===== src/hdl/srpg_defines.svh =====
// constants for the system-reference pulse generator
// assumes a wishbone classic slave with 32-bit data, byte addressed
`ifndef SRPG_DEFINES_SVH
`define SRPG_DEFINES_SVH
`define SRPG_ADDR_DIV 4'h0
`define SRPG_ADDR_COUNT 4'h4
`define SRPG_ADDR_DELAY 4'h8
`define SRPG_ADDR_CTRL 4'hc
`define SRPG_ADDR_STAT 4'h0
`define SRPG_DIV_RST 7'h01
`define SRPG_COUNT_RST 8'h02
`define SRPG_DELAY_RST 8'h00
`define SRPG_CTRL_SRC 0
`define SRPG_CTRL_MODE 1
`define SRPG_CTRL_START 2
`define SRPG_CTRL_BIAS 3
`define SRPG_STEP_PS 509
`define SRPG_CLK_PS 5000
`endif


===== src/hdl/srpg_pkg.sv =====
// types for the system-reference pulse generator
// assumes srpg_defines.svh is compiled first
package srpg_pkg;
   typedef enum logic [1:0] {
      SRPG_IDLE = 2'h0,
      SRPG_ALIGN = 2'h1,
      SRPG_RUN = 2'h3,
      SRPG_ARMED = 2'h2
   } srpg_state_e;
   typedef struct packed {
      logic [6:0] divSel;
      logic [7:0] pulseCount;
      logic [7:0] globalDelay;
      logic triggerSource;
      logic pulseMode;
      logic idleBias;
   } srpg_cfg_s;
endpackage : srpg_pkg


===== src/hdl/srpg_sysref_gen.sv =====
// system-reference pulse generator: registers, release divider, burst engine
// assumes one clock, synchronous external trigger input, classic wishbone master
//
// Our own choices: register access over Wishbone and the register offsets.
`include "srpg_defines.svh"

module srpg_sysref_gen (
   input wire logic clock,
   input wire logic rst_n,
   input wire logic wb_cyc_i,
   input wire logic wb_stb_i,
   input wire logic wb_we_i,
   input wire logic [3:0] wb_adr_i,
   input wire logic [3:0] wb_sel_i,
   input wire logic [31:0] wb_dat_i,
   output logic [31:0] wb_dat_o,
   output logic wb_ack_o,
   input wire logic externalTriggerPin,
   input wire logic forcedBiasControl,
   output logic sysrefPulse,
   output logic sysrefPowered,
   output logic alignStrobe,
   output logic [7:0] appliedDelay,
   output logic crossPointBias
);
   // ---------------------------------------------------------------
   // helpers
   // ---------------------------------------------------------------
   function automatic logic [4:0] divRatio(input logic [2:0] sel);
      unique case (sel)
         3'h0: divRatio = 5'h02;
         3'h1: divRatio = 5'h04;
         3'h2: divRatio = 5'h06;
         3'h3: divRatio = 5'h08;
         3'h4: divRatio = 5'h04;
         3'h5: divRatio = 5'h08;
         3'h6: divRatio = 5'h0c;
         3'h7: divRatio = 5'h10;
      endcase
   endfunction : divRatio

   function automatic logic [7:0] laneMerge(input logic [7:0] old, input logic [7:0] nw, input logic en);
      laneMerge = en ? nw : old;
   endfunction : laneMerge

   // delay steps per clock cycle, kept for the analog path model
   localparam int DELAY_STEPS_PER_CLK = `SRPG_CLK_PS / `SRPG_STEP_PS;

   // ---------------------------------------------------------------
   // register file
   // ---------------------------------------------------------------
   srpg_pkg::srpg_cfg_s cfg_ff, nxt_cfg_ff;
   logic ack_ff, nxt_ack_ff;
   logic [31:0] rdat_ff, nxt_rdat_ff;
   logic startWrite;
   logic startPending;
   logic busReq;
   logic busWrite;
   logic busRead;
   logic laneZero;

   // ack blocks a held strobe from being taken a second time
   assign busReq = wb_cyc_i && wb_stb_i && !ack_ff;
   assign busWrite = busReq && wb_we_i;
   assign busRead = busReq && !wb_we_i;
   assign laneZero = wb_sel_i[0];

   always_comb begin
      nxt_cfg_ff = cfg_ff;
      startWrite = 1'b0;
      if (busWrite) begin
         unique case (wb_adr_i)
            `SRPG_ADDR_DIV: nxt_cfg_ff.divSel = 7'(laneMerge({1'b0, cfg_ff.divSel}, wb_dat_i[7:0], laneZero));
            `SRPG_ADDR_COUNT: nxt_cfg_ff.pulseCount = laneMerge(cfg_ff.pulseCount, wb_dat_i[7:0], laneZero);
            `SRPG_ADDR_DELAY: nxt_cfg_ff.globalDelay = laneMerge(cfg_ff.globalDelay, wb_dat_i[7:0], laneZero);
            `SRPG_ADDR_CTRL: begin
               if (laneZero) begin
                  nxt_cfg_ff.triggerSource = wb_dat_i[`SRPG_CTRL_SRC];
                  nxt_cfg_ff.pulseMode = wb_dat_i[`SRPG_CTRL_MODE];
                  nxt_cfg_ff.idleBias = wb_dat_i[`SRPG_CTRL_BIAS];
                  // the strobe has no storage of its own: it acts once, in the taking cycle
                  startWrite = wb_dat_i[`SRPG_CTRL_START];
               end
            end
            default: ;
         endcase
      end
   end

   always_ff @(posedge clock or negedge rst_n) begin
      if (!rst_n) begin
         cfg_ff <= '{
            divSel: `SRPG_DIV_RST,
            pulseCount: `SRPG_COUNT_RST,
            globalDelay: `SRPG_DELAY_RST,
            triggerSource: 1'b0,
            pulseMode: 1'b0,
            idleBias: 1'b0
         };
      end else begin
         cfg_ff <= nxt_cfg_ff;
      end
   end

   // ---------------------------------------------------------------
   // bus answer
   // ---------------------------------------------------------------
   always_comb begin
      nxt_ack_ff = busReq;
      nxt_rdat_ff = 32'h0;
      if (busRead) begin
         unique case (wb_adr_i)
            `SRPG_ADDR_DIV: nxt_rdat_ff = {25'h0, cfg_ff.divSel};
            `SRPG_ADDR_COUNT: nxt_rdat_ff = {24'h0, cfg_ff.pulseCount};
            `SRPG_ADDR_DELAY: nxt_rdat_ff = {24'h0, cfg_ff.globalDelay};
            // start bit reads as the live run status, since the strobe itself is write-only
            `SRPG_ADDR_CTRL: nxt_rdat_ff = {28'h0, cfg_ff.idleBias, startPending, cfg_ff.pulseMode,
                                            cfg_ff.triggerSource};
            // unmapped addresses still answer, with zero data
            default: nxt_rdat_ff = 32'h0;
         endcase
      end
   end

   always_ff @(posedge clock or negedge rst_n) begin
      if (!rst_n) begin
         ack_ff <= 1'b0;
         rdat_ff <= 32'h0;
      end else begin
         ack_ff <= nxt_ack_ff;
         rdat_ff <= nxt_rdat_ff;
      end
   end

   assign wb_ack_o = ack_ff;
   assign wb_dat_o = rdat_ff;

   // ---------------------------------------------------------------
   // release divider and burst engine
   // ---------------------------------------------------------------
   srpg_pkg::srpg_state_e state_ff, nxt_state_ff;
   logic [4:0] divCnt_ff, nxt_divCnt_ff;
   logic [7:0] left_ff, nxt_left_ff;
   logic trigPrev_ff, nxt_trigPrev_ff;
   logic pulse_ff, nxt_pulse_ff;
   logic power_ff, nxt_power_ff;
   logic align_ff, nxt_align_ff;
   logic [7:0] delay_ff, nxt_delay_ff;

   logic releaseTick;
   logic trigRise;
   logic divRestart;
   logic countApplies;
   logic [4:0] ratio;

   assign ratio = divRatio(cfg_ff.divSel[5:3]);
   assign releaseTick = (divCnt_ff == 5'h00);
   // the pin is taken as synchronous; reset value equals its idle low, so reset never fakes an edge
   assign trigRise = externalTriggerPin && !trigPrev_ff;
   // in counted mode this drops on its own once the burst ends
   assign startPending = (state_ff != srpg_pkg::SRPG_IDLE);
   // a start or an accepted trigger restarts the divider on a common clock boundary
   assign divRestart = startWrite || ((state_ff == srpg_pkg::SRPG_ARMED) && trigRise);
   // count only honoured for internal, counted operation; uses the value being written
   assign countApplies = !nxt_cfg_ff.triggerSource && !nxt_cfg_ff.pulseMode;

   // ---------------------------------------------------------------
   // trigger edge detect
   // ---------------------------------------------------------------
   always_comb begin
      nxt_trigPrev_ff = externalTriggerPin;
   end

   always_ff @(posedge clock or negedge rst_n) begin
      if (!rst_n) begin
         trigPrev_ff <= 1'b0;
      end else begin
         trigPrev_ff <= nxt_trigPrev_ff;
      end
   end

   // ---------------------------------------------------------------
   // release divider
   // ---------------------------------------------------------------
   always_comb begin
      // counts down to zero; zero is the release boundary
      nxt_divCnt_ff = releaseTick ? 5'(ratio - 5'h01) : 5'(divCnt_ff - 5'h01);
      if (divRestart) begin
         nxt_divCnt_ff = 5'h00;
      end
   end

   always_ff @(posedge clock or negedge rst_n) begin
      if (!rst_n) begin
         divCnt_ff <= 5'h00;
      end else begin
         divCnt_ff <= nxt_divCnt_ff;
      end
   end

   // ---------------------------------------------------------------
   // start capture: power, alignment, delay load
   // ---------------------------------------------------------------
   always_comb begin
      nxt_power_ff = power_ff;
      nxt_align_ff = 1'b0;
      nxt_delay_ff = delay_ff;
      if (startWrite) begin
         // power stays up until reset; nothing in this block turns it off again
         nxt_power_ff = 1'b1;
         nxt_align_ff = 1'b1;
         // delay moves only here, so a running burst never jumps phase
         nxt_delay_ff = cfg_ff.globalDelay;
      end
   end

   always_ff @(posedge clock or negedge rst_n) begin
      if (!rst_n) begin
         power_ff <= 1'b0;
         align_ff <= 1'b0;
         delay_ff <= `SRPG_DELAY_RST;
      end else begin
         power_ff <= nxt_power_ff;
         align_ff <= nxt_align_ff;
         delay_ff <= nxt_delay_ff;
      end
   end

   // ---------------------------------------------------------------
   // burst sequencer
   // ---------------------------------------------------------------
   always_comb begin
      nxt_state_ff = state_ff;
      nxt_left_ff = left_ff;
      nxt_pulse_ff = 1'b0;
      // a start always wins, so a write during a burst restarts it cleanly
      if (startWrite) begin
         nxt_left_ff = countApplies ? nxt_cfg_ff.pulseCount : 8'h01;
         nxt_state_ff = nxt_cfg_ff.triggerSource ? srpg_pkg::SRPG_ARMED
                                                 : srpg_pkg::SRPG_RUN;
      end else begin
         unique case (state_ff)
            srpg_pkg::SRPG_IDLE: ;
            srpg_pkg::SRPG_ARMED: begin
               if (trigRise) begin
                  nxt_state_ff = srpg_pkg::SRPG_RUN;
               end
            end
            // not entered by start; steps straight on so a stray code cannot hang the engine
            srpg_pkg::SRPG_ALIGN: nxt_state_ff = srpg_pkg::SRPG_RUN;
            srpg_pkg::SRPG_RUN: begin
               if (releaseTick) begin
                  if (cfg_ff.pulseMode) begin
                     nxt_pulse_ff = 1'b1;
                  end else if (left_ff != 8'h00) begin
                     nxt_pulse_ff = 1'b1;
                     nxt_left_ff = 8'(left_ff - 8'h01);
                     if (left_ff == 8'h01) begin
                        nxt_state_ff = srpg_pkg::SRPG_IDLE;
                     end
                  end else begin
                     // a zero count releases nothing and gives up at the next boundary
                     nxt_state_ff = srpg_pkg::SRPG_IDLE;
                  end
               end
            end
         endcase
      end
   end

   always_ff @(posedge clock or negedge rst_n) begin
      if (!rst_n) begin
         state_ff <= srpg_pkg::SRPG_IDLE;
         left_ff <= 8'h00;
         pulse_ff <= 1'b0;
      end else begin
         state_ff <= nxt_state_ff;
         left_ff <= nxt_left_ff;
         pulse_ff <= nxt_pulse_ff;
      end
   end

   // ---------------------------------------------------------------
   // outputs
   // ---------------------------------------------------------------
   // forced bias blanks pulses; bias style chosen by idle bias select
   assign sysrefPulse = pulse_ff && !forcedBiasControl;
   assign crossPointBias = cfg_ff.idleBias && (forcedBiasControl || !pulse_ff);
   assign sysrefPowered = power_ff;
   assign alignStrobe = align_ff;
   assign appliedDelay = delay_ff;
endmodule : srpg_sysref_gen


===== config.mk =====
export PLATFORM = sky130hd
export DESIGN_NAME = srpg_sysref_gen
export DESIGN_NICKNAME = d
export VERILOG_FILES = /design/src/hdl/srpg_pkg.sv /design/src/hdl/srpg_sysref_gen.sv
export VERILOG_INCLUDE_DIRS = /design/src /design/src/hdl
export SDC_FILE = /design/constraint.sdc
export NUM_CORES = 1
export LEC_CHECK = 0
export BUFFER_PORTS_ARGS = -buffer_cell sky130_fd_sc_hd__buf_2
export CAP_MARGIN = 25
export CORE_MARGIN = 1
export CORE_UTILIZATION = 55
export CTS_BUF_LIST = sky130_fd_sc_hd__clkbuf_4
export DETAILED_ROUTE_END_ITERATION = 12
export PLACE_DENSITY = 0.95
export SLEW_MARGIN = 20
export SYNTH_ARGS = -nofsm -noshare
export SYNTH_HDL_FRONTEND = slang
export SYNTH_SLANG_ARGS = --single-unit

===== constraint.sdc =====
create_clock -name clock -period 3.6 [get_ports clock]
set_input_delay 0.72 -clock clock [delete_from_list [all_inputs] [get_ports clock]]
set_output_delay 0.72 -clock clock [all_outputs]
set_load 0.01 [all_outputs]

# Word level (Yosys, flattened, before mapping)
# Memory sizes are Yosys's and may differ from the RTL's.
# Index checks and enable logic that the tools add are counted.
# Widths: inputs -> output; s select.
# word_totals
ff_bits	86
rom_bits	32
in_bits	47
out_inout_bits	45
elab_cells	97
n_memories	1
# classes
n_addsub	3
n_eq_ne	12
muxes	34
reduce_logical	31
# memory_table
memory	depth	width	read_ports	rd_clocked_by_memory_dff	wr	line	source
(name not given)	8	4	1	0	0	srpg_sysref_gen.sv:30	unique case (sel)
# ops
operator	count
$mux 8	11
$pmux 8 s4	1
$mux 19	1
$mux 2	6
$mux 1	10
$mux 5	2
$sub 5x1->5 const B	2
$logic_and 1x1->1	9
$ne 3x3->1 const B	3
$reduce_and 3->1	3
$eq 4x4->1 const B	2
$eq 8x1->1 const B	1
$reduce_bool 2->1	4
$reduce_bool 8->1	1
$sub 8x1->8 const B	1
$logic_not 1->1	7
$mux 3	2
$pmux 2 s3	1
$logic_not 5->1	1
$reduce_and 5->1	1
$eq 2x2->1 const B	2
$eq 4x3->1 const B	1
$logic_not 4->1	1
$ne 4x4->1 const B	1
other kinds (5)	6

# Longest topological paths before layout
# logic_depth
word_depth	8
mapped_depth	9
ltp_nobuf	7

# Worst setup path before layout
# Ideal clock, no wire load.
# synth_timing
path_type	input to register
from	in wb_adr_i[1]
to	reg left_ff[1]
arrival_time_ps	2262
path_slack_ps	1273
path_stages	6
path_buffers	1
cell_sequence	or2_1 -> or4_1 -> clkbuf_1 -> nor3_1 -> and2_1 -> o22a_1
# synth_via
elab_chain_cells	7
# synth_rtl
element	line	source
start, declared	srpg_sysref_gen.sv:13	input wire logic [3:0] wb_adr_i,
$eq 4x4->1	srpg_sysref_gen.sv:72	unique case (wb_adr_i)
$mux 3	srpg_sysref_gen.sv:72	
$mux 19	srpg_sysref_gen.sv:71	if (busWrite) begin
$logic_not 1->1	srpg_sysref_gen.sv:165	assign countApplies = !nxt_cfg_ff.triggerSource && !nxt_cfg_ff.pulseMode;
$logic_and 1x1->1	srpg_sysref_gen.sv:165	
$mux 8	srpg_sysref_gen.sv:238	nxt_left_ff = countApplies ? nxt_cfg_ff.pulseCount : 8'h01;
$mux 8	srpg_sysref_gen.sv:237	if (startWrite) begin
end signal, assigned	srpg_sysref_gen.sv:278	left_ff <= nxt_left_ff;
end, declared	srpg_sysref_gen.sv:143	logic [7:0] left_ff, nxt_left_ff;
# Parallel ways exist; a longest one is shown, timed or not.
# A chain may end at the register's enable or synchronous reset.

==> results.json <==
{
  "gr-total-overflow": 0,
  "synth-seq-cells": 62,
  "vias_per_cell": 5.69,
  "clock_sinks": 62,
  "peakVddDrop_uv": 285,
  "start_kind": "primary input",
  "yosysTopAreaCell": "dfrtp_1",
  "p_total_w": 0.00176,
  "worst_slew_pin_slew_ns": 0.705,
  "fin_skew_ns": 0.0142,
  "io_pins": 92,
  "dieArea_mm2": 0.00607,
  "end_kind": "flip-flop",
  "fill_cells": 423,
  "power_density_mw_per_mm2": 507,
  "drtIter0Drc": 182,
  "synth.yosys.warnings": 0,
  "ys_top_cells_by_count": "dfrtp_1, nand2_1, buf_4, mux2_2, nor2_1",
  "hold_path_class": "in -> async",
  "htree_num_levels": 3,
  "dieHeight_um": 77.9,
  "clk-insertion-delay-late_ns": 0.41,
  "hold_viol": 0,
  "place_hpwl_um": 4730,
  "drc": 0,
  "clock_path_buffers": 2,
  "synthTopCellsByArea": "dfrtp_1, mux2_2, buf_4, nand2_1, nor2_1",
  "cp.required_ns": 3.89,
  "synth_ff_type": "dfrtp_1",
  "grt_pass1_wl_um": 11400,
  "syn_inst": 297,
  "cts-root-buf": "clkbuf_4",
  "synth_cell_types": 51,
  "num_antenna_cells": 0,
  "synth_seq_area_share_pct": 49.0,
  "rsz0062_at_grt": "no",
  "synth-edff-count": 0,
  "antenna_found_initial": 0,
  "slew_viol_final": 0,
  "routedWlPerCell_um": 16.0,
  "cellLeakagePower_nw": 1.77,
  "ys_async_sr_fraction_pct": 100,
  "wl_um": 6670,
  "final_layout_size_suffix_gt1_share_pct": 26.2,
  "path_class": "in -> reg",
  "setup_tns_ns": 0,
  "post_cts_buffers": 0,
  "hold_ws_ns": 0.351,
  "cts.clk_slew.worst_paths_ns": 0.10,
  "gp_congestion": 0.911,
  "fp.coreArea_mm2": 0.00554,
  "die_w_um": 77.9,
  "cts_inserted_buffers": 9,
  "synth_top_cell_area_share_pct": 47.4,
  "ant_nets": 0,
  "grt_max_degree": 34,
  "cts_hold_buf": 0,
  "start_util_pct": 57.2,
  "vias": 2368,
  "nets": 392,
  "critical_path.max_fanout": 16,
  "synth_area_mm2": 0.00317,
  "maxCapViolations": 0,
  "arrival_ns": 2.65,
  "numPortBuffers": 40,
  "firstDrtPassIters": 5,
  "cts_tree": "yes",
  "grt_pass1_vias": 2273,
  "area_growth_pct": 9.67,
  "setup_viol": 0,
  "max_slew_margin_pct": 53.0,
  "status": "completed",
  "yosysMostFrequentCell": "dfrtp_1",
  "syn_avg_cell_area_um2": 10.7,
  "finalCritPeriodShare_pct": 65.5,
  "rows": 27,
  "max_freq_mhz": 424,
  "final_util_pct": 62.7,
  "grt_usage_pct": 25.2,
  "min_period_ns": 2.36,
  "cts_resized": 0
}
## flip-flops by register name, summed over array words and instances (netlist names)
register	flops
cfg_ff	26
appliedDelay	8
left_ff	8
wb_dat_o	8
divCnt_ff	5
state_ff	2
alignStrobe	1
pulse_ff	1
sysrefPowered	1
trigPrev_ff	1
wb_ack_o	1
## logic make-up (layout without fill, tap and decap cells)
kind of cell / count (synthesis) / after routing / share of synthesized area (%)
simple gates: 105 / 105 / 17.2
flops: 62 / 62 / 49.0
buf+inv: 45 / 69 / 8.76
compound gates: 42 / 42 / 9.24
mux: 32 / 32 / 12.2
fa+ha+maj: 6 / 6 / 2.37
xor+xnor: 4 / 4 / 1.11
other cells: 1 / 24 / 0.118
## cells in the final DEF, fill, tap and decap left out, drive strengths merged, types with 6 or more instances in the layout
cell type	count
ha	6
dfrtp	60
o21ai	9
inv	11
mux2i	7
buf	42
nand2	38
a21oi	9
mux2	22
nor2b	8
nor3	7
clkbuf	10
conb	24
nor2	21
## metal layers
metal | vias to the layer above | wire [µm] | GRT usage (%)
li1 | 1077 | - | -
met1 | 1167 | 2760 | 31.6
met2 | 112 | 3320 | 41.8
met3 | 12 | 454 | 7.88
met4 | 0 | 131 | 7.78
met5 | - | 0 | 0
## report_power, final
group / internal, W / switching [W] / leakage (nW)
Clock: 0.000282 / 0.000242 / 0.0829
Sequential: 0.000775 / 0.0000699 / 0.821
Combinational: 0.000176 / 0.000218 / 0.866
## metrics by stage
stage	instances	setup slack, ns	cell area [µm²]
2_1_floorplan	320	1.27	3260
3_3_place_gp	400	0.907	3320
3_5_place_dp	400	0.861	3320
4_1_cts	416	1.28	3480
5_1_grt	416	1.18	3480
6_report	416	1.24	3480
## cell type report
class | count | area (µm²) | area share [%]
inverters | 11 | 41.3 | 1.19
well taps | 72 | 90.1 | 2.59
clock inverters | 6 | 76.3 | 2.20
clock buffers | 10 | 75.1 | 2.16
flip-flops and latches | 62 | 1550 | 44.7
repair buffers | 42 | 215 | 6.19
multi-input cells | 213 | 1420 | 41.0
## critical path, stage by stage
cell	delay (ns)
buf_2	0.32
and2b_1	0.26
or4b_1	0.69
mux2_2	0.37
and2_1	0.14
o22a_1	0.15
## worst paths after layout
kind | startpoint | endpoint | slack, ns | cells after the start
setup / recovery | wb_adr_i[2] | left_ff[1]$_DFFE_PN0P_ | 1.24 | 6
hold / removal | rst_n | appliedDelay[0]$_DFFE_PN0P_ | 0.35 | 1
setup reg to reg | wb_ack_o$_DFF_PN0_ | left_ff[1]$_DFFE_PN0P_ | 1.24 | 6
hold reg to reg | sysrefPowered$_DFFE_PN0P_ | sysrefPowered$_DFFE_PN0P_ | 0.47 | 1
max in group asynchronous | rst_n | pulse_ff$_DFF_PN0_ | 2.39 | 2
min in group clock | externalTriggerPin | trigPrev_ff$_DFF_PN0_ | 0.43 | 1
(Power assumes the default switching activity.)
